===== config.mk =====
export PLATFORM = sky130hd
export DESIGN_NAME = ops_supervisor
export DESIGN_NICKNAME = d
export VERILOG_FILES = /design/src/pkg/ops_pkg.sv /design/src/core/ops_filter.sv /design/src/core/ops_restart_timer.sv /design/src/core/ops_supervisor.sv
export SDC_FILE = /design/constraint.sdc
export NUM_CORES = 1
export LEC_CHECK = 0
export BUFFER_PORTS_ARGS = -buffer_cell sky130_fd_sc_hd__buf_2
export CORE_MARGIN = 2
export CORE_UTILIZATION = 55
export CTS_CLUSTER_SIZE = 8
export DETAILED_ROUTE_END_ITERATION = 8
export PLACE_DENSITY = 0.78
export SYNTH_ARGS = -nofsm -noshare
export SYNTH_HDL_FRONTEND = slang
export SYNTH_SLANG_ARGS = --single-unit

===== constraint.sdc =====
create_clock -name pclk -period 5.8 [get_ports pclk]
set_input_delay 0.58 -clock pclk [delete_from_list [all_inputs] [get_ports pclk]]
set_output_delay 0.58 -clock pclk [all_outputs]
set_load 0.01 [all_outputs]

===== src/pkg/ops_pkg.sv =====
/*
  ops_pkg: constants shared by the output protection supervisor,
  its fault filters and its restart timer.
  Assumes a 100 MHz pclk; APB offsets are byte addresses.
*/
package ops_pkg;
  // timing, times in their own unit, counts derived from the clock
  localparam int unsigned OPS_CLK_HZ        = 100_000_000;
  localparam int unsigned OPS_OVP_FILT_NS   = 30_000;
  localparam int unsigned OPS_CC_FILT_NS    = 127_000;
  localparam int unsigned OPS_OCP_BLANK_US  = 20_000;
  localparam int unsigned OPS_RESTART_MS    = 1_000;
  localparam int unsigned OPS_OVP_FILT_CYC  = (OPS_OVP_FILT_NS * (OPS_CLK_HZ / 1_000_000)
                                               + 999) / 1000;
  localparam int unsigned OPS_CC_FILT_CYC   = (OPS_CC_FILT_NS * (OPS_CLK_HZ / 1_000_000)
                                               + 999) / 1000;
  localparam int unsigned OPS_OCP_BLANK_CYC = OPS_OCP_BLANK_US * (OPS_CLK_HZ / 1_000_000);
  localparam int unsigned OPS_RESTART_CYC   = OPS_RESTART_MS * (OPS_CLK_HZ / 1_000);

  // register offsets
  localparam logic [7:0] OPS_OFS_PROT   = 8'h00;
  localparam logic [7:0] OPS_OFS_LEVEL  = 8'h04;
  localparam logic [7:0] OPS_OFS_TEMP   = 8'h08;
  localparam logic [7:0] OPS_OFS_PDO    = 8'h0C;
  localparam logic [7:0] OPS_OFS_DEFOUT = 8'h10;
  localparam logic [7:0] OPS_OFS_STATUS = 8'h14;
  localparam logic [7:0] OPS_OFS_FLOG   = 8'h18;

  // protection enable bits in the PROT register
  localparam int OPS_EN_OVP = 0;
  localparam int OPS_EN_OTPI = 1;
  localparam int OPS_EN_UVP = 2;
  localparam int OPS_EN_CCOV = 3;
  localparam int OPS_EN_LATCH = 4;
  localparam logic [4:0] OPS_PROT_RST = 5'h07;  // cc overvoltage off, safe restart

  // fault vector positions
  localparam int OPS_F_OVP = 0;
  localparam int OPS_F_OCP = 1;
  localparam int OPS_F_OTPI = 2;
  localparam int OPS_F_OTPE = 3;
  localparam int OPS_F_UVP = 4;
  localparam int OPS_F_OPEN = 5;
  localparam int OPS_F_CCOV = 6;
  localparam int OPS_F_SOFT = 7;
  localparam int OPS_F_LOCK = 8;
  localparam int OPS_NF = 9;
  localparam logic [8:0] OPS_LATCHABLE = 9'h0DF;  // all but open supply and lockout

  // level selections and reset values
  localparam logic [1:0] OPS_GPIO_THERMISTOR_WITH_TRIP_MODE = 2'h2;
  localparam logic [1:0] OPS_DIV_2P5 = 2'h1;
  localparam logic [1:0] OPS_DIV_5P476 = 2'h2;
  localparam logic [8:0] OPS_V_9V = 9'h0B4;      // 50 mV units
  localparam logic [8:0] OPS_V_CAP_13V = 9'h104;
  localparam logic [8:0] OPS_V_CAP_6V = 9'h078;
  localparam logic [8:0] OPS_V_3V = 9'h03C;
  localparam logic [7:0] OPS_DEFV_MAX = 8'h8C;   // 10 V
  localparam logic [7:0] OPS_DEFV_RST = 8'h28;   // 5 V
  localparam logic [7:0] OPS_DEFI_MAX = 8'hEB;   // 5 A
  localparam logic [7:0] OPS_DEFI_RST = 8'h87;   // 3 A
  localparam logic [4:0] OPS_OTPI_MAX = 5'h19;   // 135 C
  localparam logic [4:0] OPS_OTPI_RST = 5'h14;   // 113 C
  localparam logic [10:0] OPS_OTPI_BASE = 11'h10E;  // 27.0 C in tenths
  localparam logic [10:0] OPS_OTPI_STEP = 11'h02B;  // 4.3 C in tenths
  localparam logic [6:0] OPS_OTPE_MIN = 7'h3E;   // 62 C
  localparam logic [6:0] OPS_OTPE_MAX = 7'h6F;   // 111 C
  localparam logic [6:0] OPS_OTPE_RST = 7'h5A;   // 90 C
  localparam int OPS_PPS_MAX = 4;
  localparam logic [7:0] OPS_PCT_120 = 8'h78;
  localparam logic [7:0] OPS_PCT_125 = 8'h7D;
  localparam logic [7:0] OPS_PCT_130 = 8'h82;
  localparam logic [7:0] OPS_PCT_60 = 8'h3C;
  localparam logic [7:0] OPS_PCT_70 = 8'h46;
  localparam logic [7:0] OPS_PCT_80 = 8'h50;
  localparam logic [7:0] OPS_PCT_90 = 8'h5A;
endpackage


===== src/core/ops_filter.sv =====
/*
  ops_filter: continuous-assertion filter for one fault comparator.
  Assumes the comparator input is synchronous to pclk.
*/
`timescale 1ns/10ps
`default_nettype none
module ops_filter (
  input  wire logic        pclk,
  input  wire logic        presetn,
  input  wire logic        raw,
  input  wire logic [31:0] limit,
  output logic             trip
);
  logic [31:0] cnt_r;
  logic [31:0] cnt_nxt;

  // any gap in the input restarts the count, so only unbroken faults trip
  always_comb begin
    cnt_nxt = cnt_r;
    if (!raw) begin
      cnt_nxt = 32'h0000_0000;
    end else if (cnt_r < limit) begin
      cnt_nxt = cnt_r + 32'h0000_0001;
    end
  end

  always_ff @(posedge pclk or negedge presetn) begin
    if (!presetn) begin
      cnt_r <= 32'h0000_0000;
    end else begin
      cnt_r <= cnt_nxt;
    end
  end

  assign trip = raw && (cnt_r >= limit);
endmodule
`default_nettype wire


===== src/core/ops_restart_timer.sv =====
/*
  ops_restart_timer: one-shot safe-restart timer.
  Assumes start is a one-cycle pulse; a new start reloads the count.
*/
`timescale 1ns/10ps
`default_nettype none
module ops_restart_timer (
  input  wire logic        pclk,
  input  wire logic        presetn,
  input  wire logic        start,
  input  wire logic [31:0] limit,
  output logic             done,
  output logic             expire
);
  logic [31:0] cnt_r;
  logic [31:0] cnt_nxt;
  logic        run_r;
  logic        run_nxt;

  // count while running; expire pulses on the last count
  always_comb begin
    cnt_nxt = cnt_r;
    run_nxt = run_r;
    if (start) begin
      cnt_nxt = 32'h0000_0000;
      run_nxt = 1'b1;
    end else if (run_r) begin
      cnt_nxt = cnt_r + 32'h0000_0001;
      if (cnt_nxt >= limit) begin
        run_nxt = 1'b0;
      end
    end
  end

  always_ff @(posedge pclk or negedge presetn) begin
    if (!presetn) begin
      cnt_r <= 32'h0000_0000;
      run_r <= 1'b0;
    end else begin
      cnt_r <= cnt_nxt;
      run_r <= run_nxt;
    end
  end

  assign expire = run_r && !run_nxt && !start;
  assign done   = !run_r;
endmodule
`default_nettype wire


===== src/core/ops_supervisor.sv =====
/*
  ops_supervisor: output protection supervisor with APB configuration.
  Assumes fault comparators and measurements are synchronous to pclk,
  and that the analog side applies the threshold percentages it is given.
*/
// The register addresses and the APB register port were chosen for this implementation.
`timescale 1ns/10ps
`default_nettype none
// Notes on behaviour
// - any enabled fault opens the load switch at once, after its filter only
// - reclose only after fault clears, target back at default, delay elapsed
// - during safe restart keep regulating, target forced to default output voltage
// - while restart pending, discharge sink on when supply above 1.05 of default
// - fault starts restart timer, expiry issues a full restart sequence
// - latched option keeps most protections off until power is cycled
// - lockout opens switch, returns all settings to initial values
// - overvoltage percent: 125 below 9 V, 120 from 9 V, or 120/125/130
// - overvoltage trips only after an unbroken 30 us above threshold
// - overcurrent trips only for trip-mode PDO after 20 ms blanking
// - internal overtemperature above programmed level, 27 to 135 C, 4.3 C steps
// - external overtemperature only in thermistor trip mode, 62 to 111 C
// - lost supply pin forces the load switch open
// - undervoltage default 60 percent, safe restart, never below lockout
// - undervoltage choices off/60/70/80 fixed, off/70/80/90 programmable
// - shorted output lockout opens switch, reenables after restart time
// - cc pin overvoltage off by default, safe restart when enabled
// - cc pin overvoltage trips after 127 us above 4.5 V
// - bad cc soft-short impedance opens the load switch
// - first PDO fixed 5 V 3 A, others 3 to 20 V
// - per-PDO programmable flag, at most four programmable PDOs
// - default output 3 to 10 V, default current 0.3 to 5 A
// - divider 5.476 caps output at 13 V, 2.5 caps at 6 V
module ops_supervisor
  import ops_pkg::*;
#(
  parameter int unsigned CC_FILT_CYC   = OPS_CC_FILT_CYC,
  parameter int unsigned OCP_BLANK_CYC = OPS_OCP_BLANK_CYC,
  parameter int unsigned RESTART_CYC   = OPS_RESTART_CYC
) (
  input  wire logic        pclk,
  input  wire logic        presetn,
  input  wire logic        psel,
  input  wire logic        penable,
  input  wire logic        pwrite,
  input  wire logic [7:0]  paddr,
  input  wire logic [31:0] pwdata,
  output logic             pready,
  output logic             pslverr,
  output logic [31:0]      prdata,
  input  wire logic        supply_lockout,
  input  wire logic        open_supply_guard,
  input  wire logic        ovp_above,
  input  wire logic        ocp_above,
  input  wire logic        uvp_below,
  input  wire logic        cc1_above,
  input  wire logic        cc2_above,
  input  wire logic        cc_soft_short_guard,
  input  wire logic        vcc_above_105,
  input  wire logic        vcc_at_default,
  input  wire logic [10:0] die_temp_dc,
  input  wire logic [6:0]  ntc_temp_c,
  input  wire logic [8:0]  req_voltage,
  input  wire logic [2:0]  active_pdo,
  output logic             load_switch_on,
  output logic             discharge_en,
  output logic             target_default,
  output logic [8:0]       voltage_target,
  output logic [7:0]       ovp_pct,
  output logic [7:0]       uvp_pct,
  output logic             restart_seq
);
  typedef enum logic [2:0] {
    ST_RUN   = 3'h1,
    ST_TRIP  = 3'h2,
    ST_LATCH = 3'h4
  } ops_state_t;

  // threshold percent for overvoltage from selection and voltage target
  function automatic logic [7:0] ops_ovp_pct(input logic [1:0] sel, input logic [8:0] v);
    unique case (sel)
      2'h1:    ops_ovp_pct = OPS_PCT_120;
      2'h2:    ops_ovp_pct = OPS_PCT_125;
      2'h3:    ops_ovp_pct = OPS_PCT_130;
      default: ops_ovp_pct = (v < OPS_V_9V) ? OPS_PCT_125 : OPS_PCT_120;
    endcase
  endfunction

  // undervoltage percent; zero means off
  function automatic logic [7:0] ops_uvp_pct(input logic [1:0] sel, input logic pps);
    unique case (sel)
      2'h1:    ops_uvp_pct = pps ? OPS_PCT_70 : OPS_PCT_60;
      2'h2:    ops_uvp_pct = pps ? OPS_PCT_80 : OPS_PCT_70;
      2'h3:    ops_uvp_pct = pps ? OPS_PCT_90 : OPS_PCT_80;
      default: ops_uvp_pct = 8'h00;
    endcase
  endfunction

  function automatic logic [3:0] ops_popcnt(input logic [6:0] m);
    logic [3:0] n;
    n = 4'h0;
    for (int i = 0; i < 7; i++) begin
      n = n + {3'h0, m[i]};
    end
    ops_popcnt = n;
  endfunction

  // configuration registers
  logic [4:0]  prot_r, prot_nxt;
  logic [1:0]  ovp_sel_r, ovp_sel_nxt;
  logic [1:0]  uvp_sel_r, uvp_sel_nxt;
  logic [1:0]  gpio_mode_r, gpio_mode_nxt;
  logic [1:0]  div_sel_r, div_sel_nxt;
  logic [4:0]  otpi_code_r, otpi_code_nxt;
  logic [6:0]  otpe_lvl_r, otpe_lvl_nxt;
  logic [6:0]  trip_mask_r, trip_mask_nxt;
  logic [6:0]  pps_mask_r, pps_mask_nxt;
  logic [7:0]  defv_r, defv_nxt;
  logic [7:0]  defi_r, defi_nxt;
  logic [8:0]  flog_r, flog_nxt;
  logic [31:0] prdata_r, prdata_nxt;
  logic        slverr_r, slverr_nxt;
  ops_state_t  state_r, state_nxt;

  logic        wr_en;
  logic        rd_setup;
  logic        mapped;
  logic [8:0]  fault;
  logic        any_fault;
  logic        f_ovp, f_ocp, f_ccov;
  logic        tmr_start, tmr_done, tmr_expire;
  logic [10:0] otpi_dc;
  logic [8:0]  vcap;

  assign wr_en    = psel && penable && pwrite;
  assign rd_setup = psel && !penable;
  assign mapped   = (paddr <= OPS_OFS_FLOG) && (paddr[1:0] == 2'h0);
  assign pready   = 1'b1;
  assign pslverr  = slverr_r && psel && penable;
  assign prdata   = prdata_r;

  // filtered fault detectors
  ops_filter u_ovp_filt (
    .pclk    (pclk),
    .presetn (presetn),
    .raw     (ovp_above && prot_r[OPS_EN_OVP]),
    .limit   (OPS_OVP_FILT_CYC),
    .trip    (f_ovp)
  );
  ops_filter u_ocp_filt (
    .pclk    (pclk),
    .presetn (presetn),
    .raw     (ocp_above && trip_mask_r[active_pdo]),
    .limit   (OCP_BLANK_CYC),
    .trip    (f_ocp)
  );
  ops_filter u_cc_filt (
    .pclk    (pclk),
    .presetn (presetn),
    .raw     ((cc1_above || cc2_above) && prot_r[OPS_EN_CCOV]),
    .limit   (CC_FILT_CYC),
    .trip    (f_ccov)
  );

  // internal temperature level in tenths of a degree
  assign otpi_dc = OPS_OTPI_BASE + OPS_OTPI_STEP * {6'h00, otpi_code_r};

  // fault vector; lockout, open supply and soft short act with no filter
  always_comb begin
    fault = 9'h000;
    fault[OPS_F_OVP]  = f_ovp;
    fault[OPS_F_OCP]  = f_ocp;
    fault[OPS_F_OTPI] = prot_r[OPS_EN_OTPI] && (die_temp_dc > otpi_dc);
    fault[OPS_F_OTPE] = (gpio_mode_r == OPS_GPIO_THERMISTOR_WITH_TRIP_MODE) && (ntc_temp_c > otpe_lvl_r);
    fault[OPS_F_UVP]  = prot_r[OPS_EN_UVP] && (uvp_pct != 8'h00) && uvp_below;
    fault[OPS_F_OPEN] = open_supply_guard;
    fault[OPS_F_CCOV] = f_ccov;
    fault[OPS_F_SOFT] = cc_soft_short_guard;
    fault[OPS_F_LOCK] = supply_lockout;
  end
  assign any_fault = |fault;

  // protection sequencer
  always_comb begin
    state_nxt = state_r;
    tmr_start = 1'b0;
    unique case (state_r)
      ST_RUN: begin
        if (any_fault) begin
          tmr_start = 1'b1;
          if (prot_r[OPS_EN_LATCH] && |(fault & OPS_LATCHABLE)) begin
            state_nxt = ST_LATCH;
          end else begin
            state_nxt = ST_TRIP;
          end
        end
      end
      ST_TRIP: begin
        // reclose only once the output is back at a safe default level
        if (tmr_done && !any_fault && vcc_at_default && !vcc_above_105) begin
          state_nxt = ST_RUN;
        end
      end
      ST_LATCH: begin
        if (supply_lockout) begin
          tmr_start = 1'b1;
          state_nxt = ST_TRIP;
        end
      end
      default: state_nxt = ST_TRIP;
    endcase
  end

  ops_restart_timer u_timer (
    .pclk    (pclk),
    .presetn (presetn),
    .start   (tmr_start),
    .limit   (RESTART_CYC),
    .done    (tmr_done),
    .expire  (tmr_expire)
  );

  // switch and regulation outputs; the switch opens in the fault's own cycle
  assign load_switch_on = (state_r == ST_RUN) && !any_fault;
  assign target_default = (state_r != ST_RUN);
  assign discharge_en   = (state_r == ST_TRIP) && vcc_above_105;
  assign restart_seq    = tmr_expire && (state_r == ST_TRIP);

  // divider-dependent ceiling on the requested output voltage
  always_comb begin
    unique case (div_sel_r)
      OPS_DIV_5P476: vcap = OPS_V_CAP_13V;
      OPS_DIV_2P5:   vcap = OPS_V_CAP_6V;
      default:       vcap = 9'h190;
    endcase
  end
  assign voltage_target = target_default ? (OPS_V_3V + {1'b0, defv_r})
                        : ((req_voltage > vcap) ? vcap : req_voltage);
  assign ovp_pct = ops_ovp_pct(ovp_sel_r, voltage_target);
  assign uvp_pct = ops_uvp_pct(uvp_sel_r, pps_mask_r[active_pdo]);

  // register writes, field clamps and the sticky fault log
  always_comb begin
    prot_nxt      = prot_r;
    ovp_sel_nxt   = ovp_sel_r;
    uvp_sel_nxt   = uvp_sel_r;
    gpio_mode_nxt = gpio_mode_r;
    div_sel_nxt   = div_sel_r;
    otpi_code_nxt = otpi_code_r;
    otpe_lvl_nxt  = otpe_lvl_r;
    trip_mask_nxt = trip_mask_r;
    pps_mask_nxt  = pps_mask_r;
    defv_nxt      = defv_r;
    defi_nxt      = defi_r;
    flog_nxt      = flog_r;
    if (wr_en) begin
      unique case (paddr)
        OPS_OFS_PROT: prot_nxt = pwdata[4:0];
        OPS_OFS_LEVEL: begin
          ovp_sel_nxt   = pwdata[1:0];
          uvp_sel_nxt   = pwdata[3:2];
          gpio_mode_nxt = pwdata[5:4];
          div_sel_nxt   = (pwdata[7:6] == 2'h3) ? div_sel_r : pwdata[7:6];
        end
        OPS_OFS_TEMP: begin
          otpi_code_nxt = (pwdata[4:0] > OPS_OTPI_MAX) ? OPS_OTPI_MAX : pwdata[4:0];
          otpe_lvl_nxt  = (pwdata[14:8] < OPS_OTPE_MIN) ? OPS_OTPE_MIN
                        : ((pwdata[14:8] > OPS_OTPE_MAX) ? OPS_OTPE_MAX : pwdata[14:8]);
        end
        OPS_OFS_PDO: begin
          // the fixed first PDO can be neither trip-mode nor programmable
          trip_mask_nxt = {pwdata[6:1], 1'b0};
          if (ops_popcnt({pwdata[14:9], 1'b0}) <= 4'(OPS_PPS_MAX)) begin
            pps_mask_nxt = {pwdata[14:9], 1'b0};
          end
        end
        OPS_OFS_DEFOUT: begin
          defv_nxt = (pwdata[7:0] > OPS_DEFV_MAX) ? OPS_DEFV_MAX : pwdata[7:0];
          defi_nxt = (pwdata[15:8] > OPS_DEFI_MAX) ? OPS_DEFI_MAX : pwdata[15:8];
        end
        OPS_OFS_FLOG: flog_nxt = flog_r & ~pwdata[8:0];
        default: ;
      endcase
    end
    flog_nxt = flog_nxt | fault;  // a new fault wins over a clear
  end

  // read data is captured in the setup cycle so it comes from a flop
  always_comb begin
    prdata_nxt = prdata_r;
    slverr_nxt = slverr_r;
    if (rd_setup) begin
      slverr_nxt = !mapped;
      prdata_nxt = 32'h0000_0000;
      unique case (paddr)
        OPS_OFS_PROT:   prdata_nxt = {27'h0, prot_r};
        OPS_OFS_LEVEL:  prdata_nxt = {24'h0, div_sel_r, gpio_mode_r, uvp_sel_r, ovp_sel_r};
        OPS_OFS_TEMP:   prdata_nxt = {17'h0, otpe_lvl_r, 3'h0, otpi_code_r};
        OPS_OFS_PDO:    prdata_nxt = {17'h0, pps_mask_r, 1'b0, trip_mask_r};
        OPS_OFS_DEFOUT: prdata_nxt = {16'h0, defi_r, defv_r};
        OPS_OFS_STATUS: prdata_nxt = {22'h0, load_switch_on, discharge_en, tmr_done,
                                      state_r, 3'h0, any_fault};
        OPS_OFS_FLOG:   prdata_nxt = {23'h0, flog_r};
        default:        prdata_nxt = 32'h0000_0000;
      endcase
    end
  end

  // lockout returns every setting to its initial value, like a reset
  always_ff @(posedge pclk or negedge presetn) begin
    if (!presetn) begin
      prot_r      <= OPS_PROT_RST;
      ovp_sel_r   <= 2'h0;
      uvp_sel_r   <= 2'h1;
      gpio_mode_r <= 2'h0;
      div_sel_r   <= 2'h0;
      otpi_code_r <= OPS_OTPI_RST;
      otpe_lvl_r  <= OPS_OTPE_RST;
      trip_mask_r <= 7'h00;
      pps_mask_r  <= 7'h00;
      defv_r      <= OPS_DEFV_RST;
      defi_r      <= OPS_DEFI_RST;
    end else if (supply_lockout) begin
      prot_r      <= OPS_PROT_RST;
      ovp_sel_r   <= 2'h0;
      uvp_sel_r   <= 2'h1;
      gpio_mode_r <= 2'h0;
      div_sel_r   <= 2'h0;
      otpi_code_r <= OPS_OTPI_RST;
      otpe_lvl_r  <= OPS_OTPE_RST;
      trip_mask_r <= 7'h00;
      pps_mask_r  <= 7'h00;
      defv_r      <= OPS_DEFV_RST;
      defi_r      <= OPS_DEFI_RST;
    end else begin
      prot_r      <= prot_nxt;
      ovp_sel_r   <= ovp_sel_nxt;
      uvp_sel_r   <= uvp_sel_nxt;
      gpio_mode_r <= gpio_mode_nxt;
      div_sel_r   <= div_sel_nxt;
      otpi_code_r <= otpi_code_nxt;
      otpe_lvl_r  <= otpe_lvl_nxt;
      trip_mask_r <= trip_mask_nxt;
      pps_mask_r  <= pps_mask_nxt;
      defv_r      <= defv_nxt;
      defi_r      <= defi_nxt;
    end
  end

  // sequencer state, fault log and bus answer
  always_ff @(posedge pclk or negedge presetn) begin
    if (!presetn) begin
      state_r  <= ST_RUN;
      flog_r   <= 9'h000;
      prdata_r <= 32'h0000_0000;
      slverr_r <= 1'b0;
    end else begin
      state_r  <= state_nxt;
      flog_r   <= flog_nxt;
      prdata_r <= prdata_nxt;
      slverr_r <= slverr_nxt;
    end
  end

  AST_SWITCH_OPEN_ON_FAULT: assert property (@(posedge pclk) disable iff (!presetn)
    any_fault |-> !load_switch_on) else $error("switch closed during fault");
  AST_RECLOSE_NEEDS_DEFAULT: assert property (@(posedge pclk) disable iff (!presetn)
    (state_r == ST_TRIP) && (state_nxt == ST_RUN) |-> tmr_done && vcc_at_default)
    else $error("reclosed before default level and delay");
  AST_TARGET_DEFAULT: assert property (@(posedge pclk) disable iff (!presetn)
    (state_r == ST_TRIP) |-> voltage_target == (OPS_V_3V + {1'b0, defv_r}))
    else $error("target not default during restart");
  AST_DISCHARGE: assert property (@(posedge pclk) disable iff (!presetn)
    discharge_en |-> (state_r == ST_TRIP) && vcc_above_105)
    else $error("discharge outside pending restart");
  AST_FAULT_LEAVES_RUN: assert property (@(posedge pclk) disable iff (!presetn)
    (state_r == ST_RUN) && any_fault |=> (state_r != ST_RUN) && !tmr_done)
    else $error("fault did not start restart timer");
  AST_LATCH_HOLDS: assert property (@(posedge pclk) disable iff (!presetn)
    (state_r == ST_LATCH) && !supply_lockout |=> state_r == ST_LATCH)
    else $error("latched fault released without lockout");
  AST_OVP_PCT: assert property (@(posedge pclk) disable iff (!presetn)
    (ovp_sel_r == 2'h0) && (voltage_target >= OPS_V_9V) |-> ovp_pct == OPS_PCT_120)
    else $error("wrong default overvoltage percent");
  AST_CC_DEFAULT_OFF: assert property (@(posedge pclk) disable iff (!presetn)
    $fell(supply_lockout) |-> !prot_r[OPS_EN_CCOV] && (defv_r == OPS_DEFV_RST))
    else $error("settings not reset by lockout");
  AST_PPS_LIMIT: assert property (@(posedge pclk) disable iff (!presetn)
    ops_popcnt(pps_mask_r) <= 4'(OPS_PPS_MAX)) else $error("too many programmable PDOs");
endmodule
`default_nettype wire


==> impl_metrics.env <==
export IMPL_nets=1581
export IMPL_synth_ff_type="sky130_fd_sc_hd__dfrtp_1"
export IMPL_internal_power_w=0.00259
export IMPL_cts_buffers=30
export IMPL_postSynthCellCount=1325
export IMPL_finalHoldWorstSlack_ps=99.7
export IMPL_io_pins=148
export IMPL_cpPeakStageDelay_ps=590
export IMPL_cts_max_level=1
export IMPL_drv_slew=0
export IMPL_path_cells="ha_4 > ha_4 > inv_2 > fa_1 > inv_1 > ha_2 > inv_2 > fa_2 > inv_2 > a21oi_2 > o21bai_1 > a21o_1 > a21oi_2 > xor2_1 > ha_1 > nor2b_1 > o21ai_1 > a41oi_2 > nor4_2 > nand2_1 > nor2_2 > buf_2"
export IMPL_rsz0062_at_grt="true"
export IMPL_critical_path_buf_inv_count=5
export IMPL_clockPowerShare_pct=47.8
export IMPL_finalClockSkew_ps=17.0
export IMPL_clock_path_buffers=3
export IMPL_cts_reportedPaths_clkPinSlew_ps=50
export IMPL_max_vdd_ir_drop_uv=205
export IMPL_setup_viol=0
export IMPL_leakage_nw=6.50
export IMPL_clock_sinks=211
export IMPL_finalSetupTns_ps=0
export IMPL_critical_path_depth=22
export IMPL_core_rows=54
export IMPL_place_hpwl_um=21800
export IMPL_critical_path_top_delay_family="adder cells"
export IMPL_crit_path_max_fanout=4
export IMPL_layout_drive_gt1_share_pct=16.1
export IMPL_antenna_violating_nets_remaining=0
export IMPL_max_slew_margin_rel_pct=34.2
export IMPL_maximum_number_of_pins_on_one_net_before_global_route_repair=118
export IMPL_asyncSetResetFlopFracSynth_pct=100
export IMPL_grt_overflow=0
export IMPL_drt_total_wl_um=31600
export IMPL_floorplan_die_area_um2=23700
export IMPL_post_synth_num_cell_types=78
export IMPL_post_synth_top_count_cell="sky130_fd_sc_hd__dfrtp_1"
export IMPL_cts_root_buffer="sky130_fd_sc_hd__clkbuf_16"
export IMPL_final_setup_worst_slack_ps=179
export IMPL_layout_min_cycle_time_ps=5620
export IMPL_timing_worst_slew_pin_value_ps=976
export IMPL_crit_top_cell="sky130_fd_sc_hd__inv_2"
export IMPL_number_of_buffers_added_to_fix_hold_violations_after_cts=0
export IMPL_synth_cell_area_um2=12300
export IMPL_setup_worst_path_class="flop to output pin"
export IMPL_cp_start_kind="flop"
export IMPL_worst_endpoint_required_ps=5220
export IMPL_worst_endpoint_arrival_ps=5040
export IMPL_floorplan_core_area_um2=22000
export IMPL_antenna_found_initial=4
export IMPL_pre_cts_slack_ps=198
export IMPL_die_height_um=154
export IMPL_seq_area_frac_synth_pct=42.9
export IMPL_ys_top_cells_by_area="sky130_fd_sc_hd__dfrtp_1, sky130_fd_sc_hd__ha_1, sky130_fd_sc_hd__xor2_1, sky130_fd_sc_hd__nor2_1, sky130_fd_sc_hd__dfstp_2"
export IMPL_drv_cap=0
export IMPL_drt_wirelength_per_cell_um=18.2
export IMPL_cp_end_kind="output pin"
export IMPL_cp_slowest_cell="sky130_fd_sc_hd__dfstp_2"
export IMPL_ff2ff_setup_slack_ps=560
export IMPL_routed_via_density=6.04
export IMPL_detail_route_drc_violations=0
export IMPL_share_seq_of_total_power_pct=45.2
export IMPL_detailroute_via_count=10500
export IMPL_worstHoldPathType="primary input to asynchronous set/reset pin"
export IMPL_cell_area_power_density_nw_per_um2=241
export IMPL_sw_frac_of_total_pct=24.0
export IMPL_grt_util_all_layers_pct=26.6
export IMPL_dieWidth_um=154
export IMPL_startpoint="otpi_code_r[2]"
export IMPL_portBuffers=112
export IMPL_synth_enable_flop_cells=0
export IMPL_power_combinational_fraction_pct=6.9
export IMPL_switchingPower_w=0.000815
export IMPL_worst_skew_pair_late_latency_ps=550
export IMPL_synth_common_cells="sky130_fd_sc_hd__dfrtp_1, sky130_fd_sc_hd__nor2_1, sky130_fd_sc_hd__nand2_1"
export IMPL_endpoint="load_switch_on"
export IMPL_synthToLayoutAreaGrowth_pct=14.5
export IMPL_status="finished clean"
export IMPL_synth_seq_cells=211
export IMPL_final_hold_viol_count=0
export IMPL_area_share_of_the_leading_cell_type_in_the_synthesized_netlist_pct=39.3
export IMPL_initialDrtViolationCount=854
export IMPL_layout_worst_path_cycle_share_pct=96.9
export IMPL_fmax_mhz=178
export IMPL_worst_r2r_src="otpi_code_r[2]"
export IMPL_grt_pass1_wl_um=51600
export IMPL_yosysWarnings=0
export IMPL_initial_core_util_pct=56.2
export IMPL_rr_endpoint="state_r[1]"
export IMPL_worstRegToRegCells=22
export IMPL_synth_top_area_cell="sky130_fd_sc_hd__dfrtp_1"
export IMPL_postSynthAreaPerCell_um2=9.32
export IMPL_gp_routability_congestion=0.905
export IMPL_cts_tree="done"
export IMPL_drt_pass1_iterations=7
export IMPL_first_global_vias=10100
[metal layers]
layer | routed length [um] | part of all wire, % | track usage (%) | vias up
li1 | - | - | - | 4881
met1 | 13500 | 43 | 35.7 | 5174
met2 | 15400 | 49 | 45.0 | 362
met3 | 1960 | 6.2 | 4.57 | 59
met4 | 747 | 2.4 | 7.39 | 6
met5 | 41 | 0.13 | 0 | -
[registers in the layout (all words and copies together), names as in the netlist, 2 cells and up]
register	flops
ovp_sel_r	2
prdata	16
u_cc_filt.cnt_r	32
otpi_code_r	5
gpio_mode_r	2
u_ocp_filt.cnt_r	32
state_r	3
defi_r	8
u_ovp_filt.cnt_r	32
uvp_sel_r	2
trip_mask_r	6
defv_r	8
prot_r	5
otpe_lvl_r	7
u_timer.cnt_r	32
pps_mask_r	6
flog_r	9
div_sel_r	2
[final cells by class]
type	count	area, um^2
sequential	211	5300
antenna	1	2.50
tap	280	350
inverter	71	267
multi-input combinational	980	6560
clock buffer	55	876
timing repair buffer	138	777
fill	1757	7820
[power by group through the flow]
stage	Clock, W	Combinational (W)	Sequential, W
2_1_floorplan	0	0.000149	0.00155
3_3_place_gp	0	0.000225	0.00156
3_5_place_dp	0	0.000232	0.00156
4_1_cts	0.00165	0.000236	0.00154
5_1_grt	0.00172	0.000268	0.00154
6_report	0.00163	0.000236	0.00154
[repair_timing]
item,4_1_cts,5_1_grt
pin swaps,3,24
setup buffers,1,9
gates cloned,0,0
gates resized for setup,6,16
hold endpoints to repair,0,0
setup endpoints to repair,1,1
[placed cells by master (no fill, tap or decap), types with 19 or more instances in the layout]
cell                        Yosys  routed
sky130_fd_sc_hd__buf_2          4     111
sky130_fd_sc_hd__inv_1         70      67
sky130_fd_sc_hd__a21oi_1       45      40
sky130_fd_sc_hd__nand3_1       64      64
sky130_fd_sc_hd__and3_1        40      40
sky130_fd_sc_hd__ha_1          54      49
sky130_fd_sc_hd__and2_1        23      23
sky130_fd_sc_hd__nand4_1       34      34
sky130_fd_sc_hd__nand2b_1      19      19
sky130_fd_sc_hd__conb_1         2      19
sky130_fd_sc_hd__nor3_1        66      65
sky130_fd_sc_hd__mux2i_1       21      21
sky130_fd_sc_hd__o21ai_0       24      21
sky130_fd_sc_hd__nor2_1       134     133
sky130_fd_sc_hd__xor2_1        58      58
sky130_fd_sc_hd__clkbuf_1      51      23
sky130_fd_sc_hd__nand2_1      108     108
sky130_fd_sc_hd__nor4_1        21      20
sky130_fd_sc_hd__dfrtp_1      194     193
sky130_fd_sc_hd__xnor2_1       31      30
sky130_fd_sc_hd__buf_4         24      25
sky130_fd_sc_hd__clkbuf_16      0      31
[worst min-delay path by stage]
stage / cells after the start / end / slack (ps)
5_1_grt: 1 / u_ovp_filt.cnt_r[31] / 160
6_report: 1 / u_ovp_filt.cnt_r[31] / 100
2_1_floorplan: 0 / defi_r[3] / 280
3_5_place_dp: 1 / flog_r[2] / 470
4_1_cts: 1 / u_ovp_filt.cnt_r[31] / 150
3_3_place_gp: 1 / flog_r[2] / 460
[metrics by stage]
stage	power, W	utilization, %	cell area, um^2	instances
floorplan	0.00170	-	12400	1342
global route	0.00353	64.4	14100	1736
detailed placement	0.00179	59.6	13100	1670
finish	0.00340	64.4	14100	1736
CTS	0.00342	63.7	14000	1726
global placement	0.00178	59.6	13100	1670
[cell families after synthesis]
kind of cell | count (synthesis) | share of synthesized area [%]
other cells | 2 | 0.0608
simple gates | 575 | 23.9
mux | 27 | 2.34
fa+ha+maj | 64 | 7.09
buf+inv | 151 | 5.37
flops | 211 | 42.9
xor+xnor | 89 | 6.31
compound gates | 206 | 12.0
No activity file was read; power rests on OpenSTA's default activity.
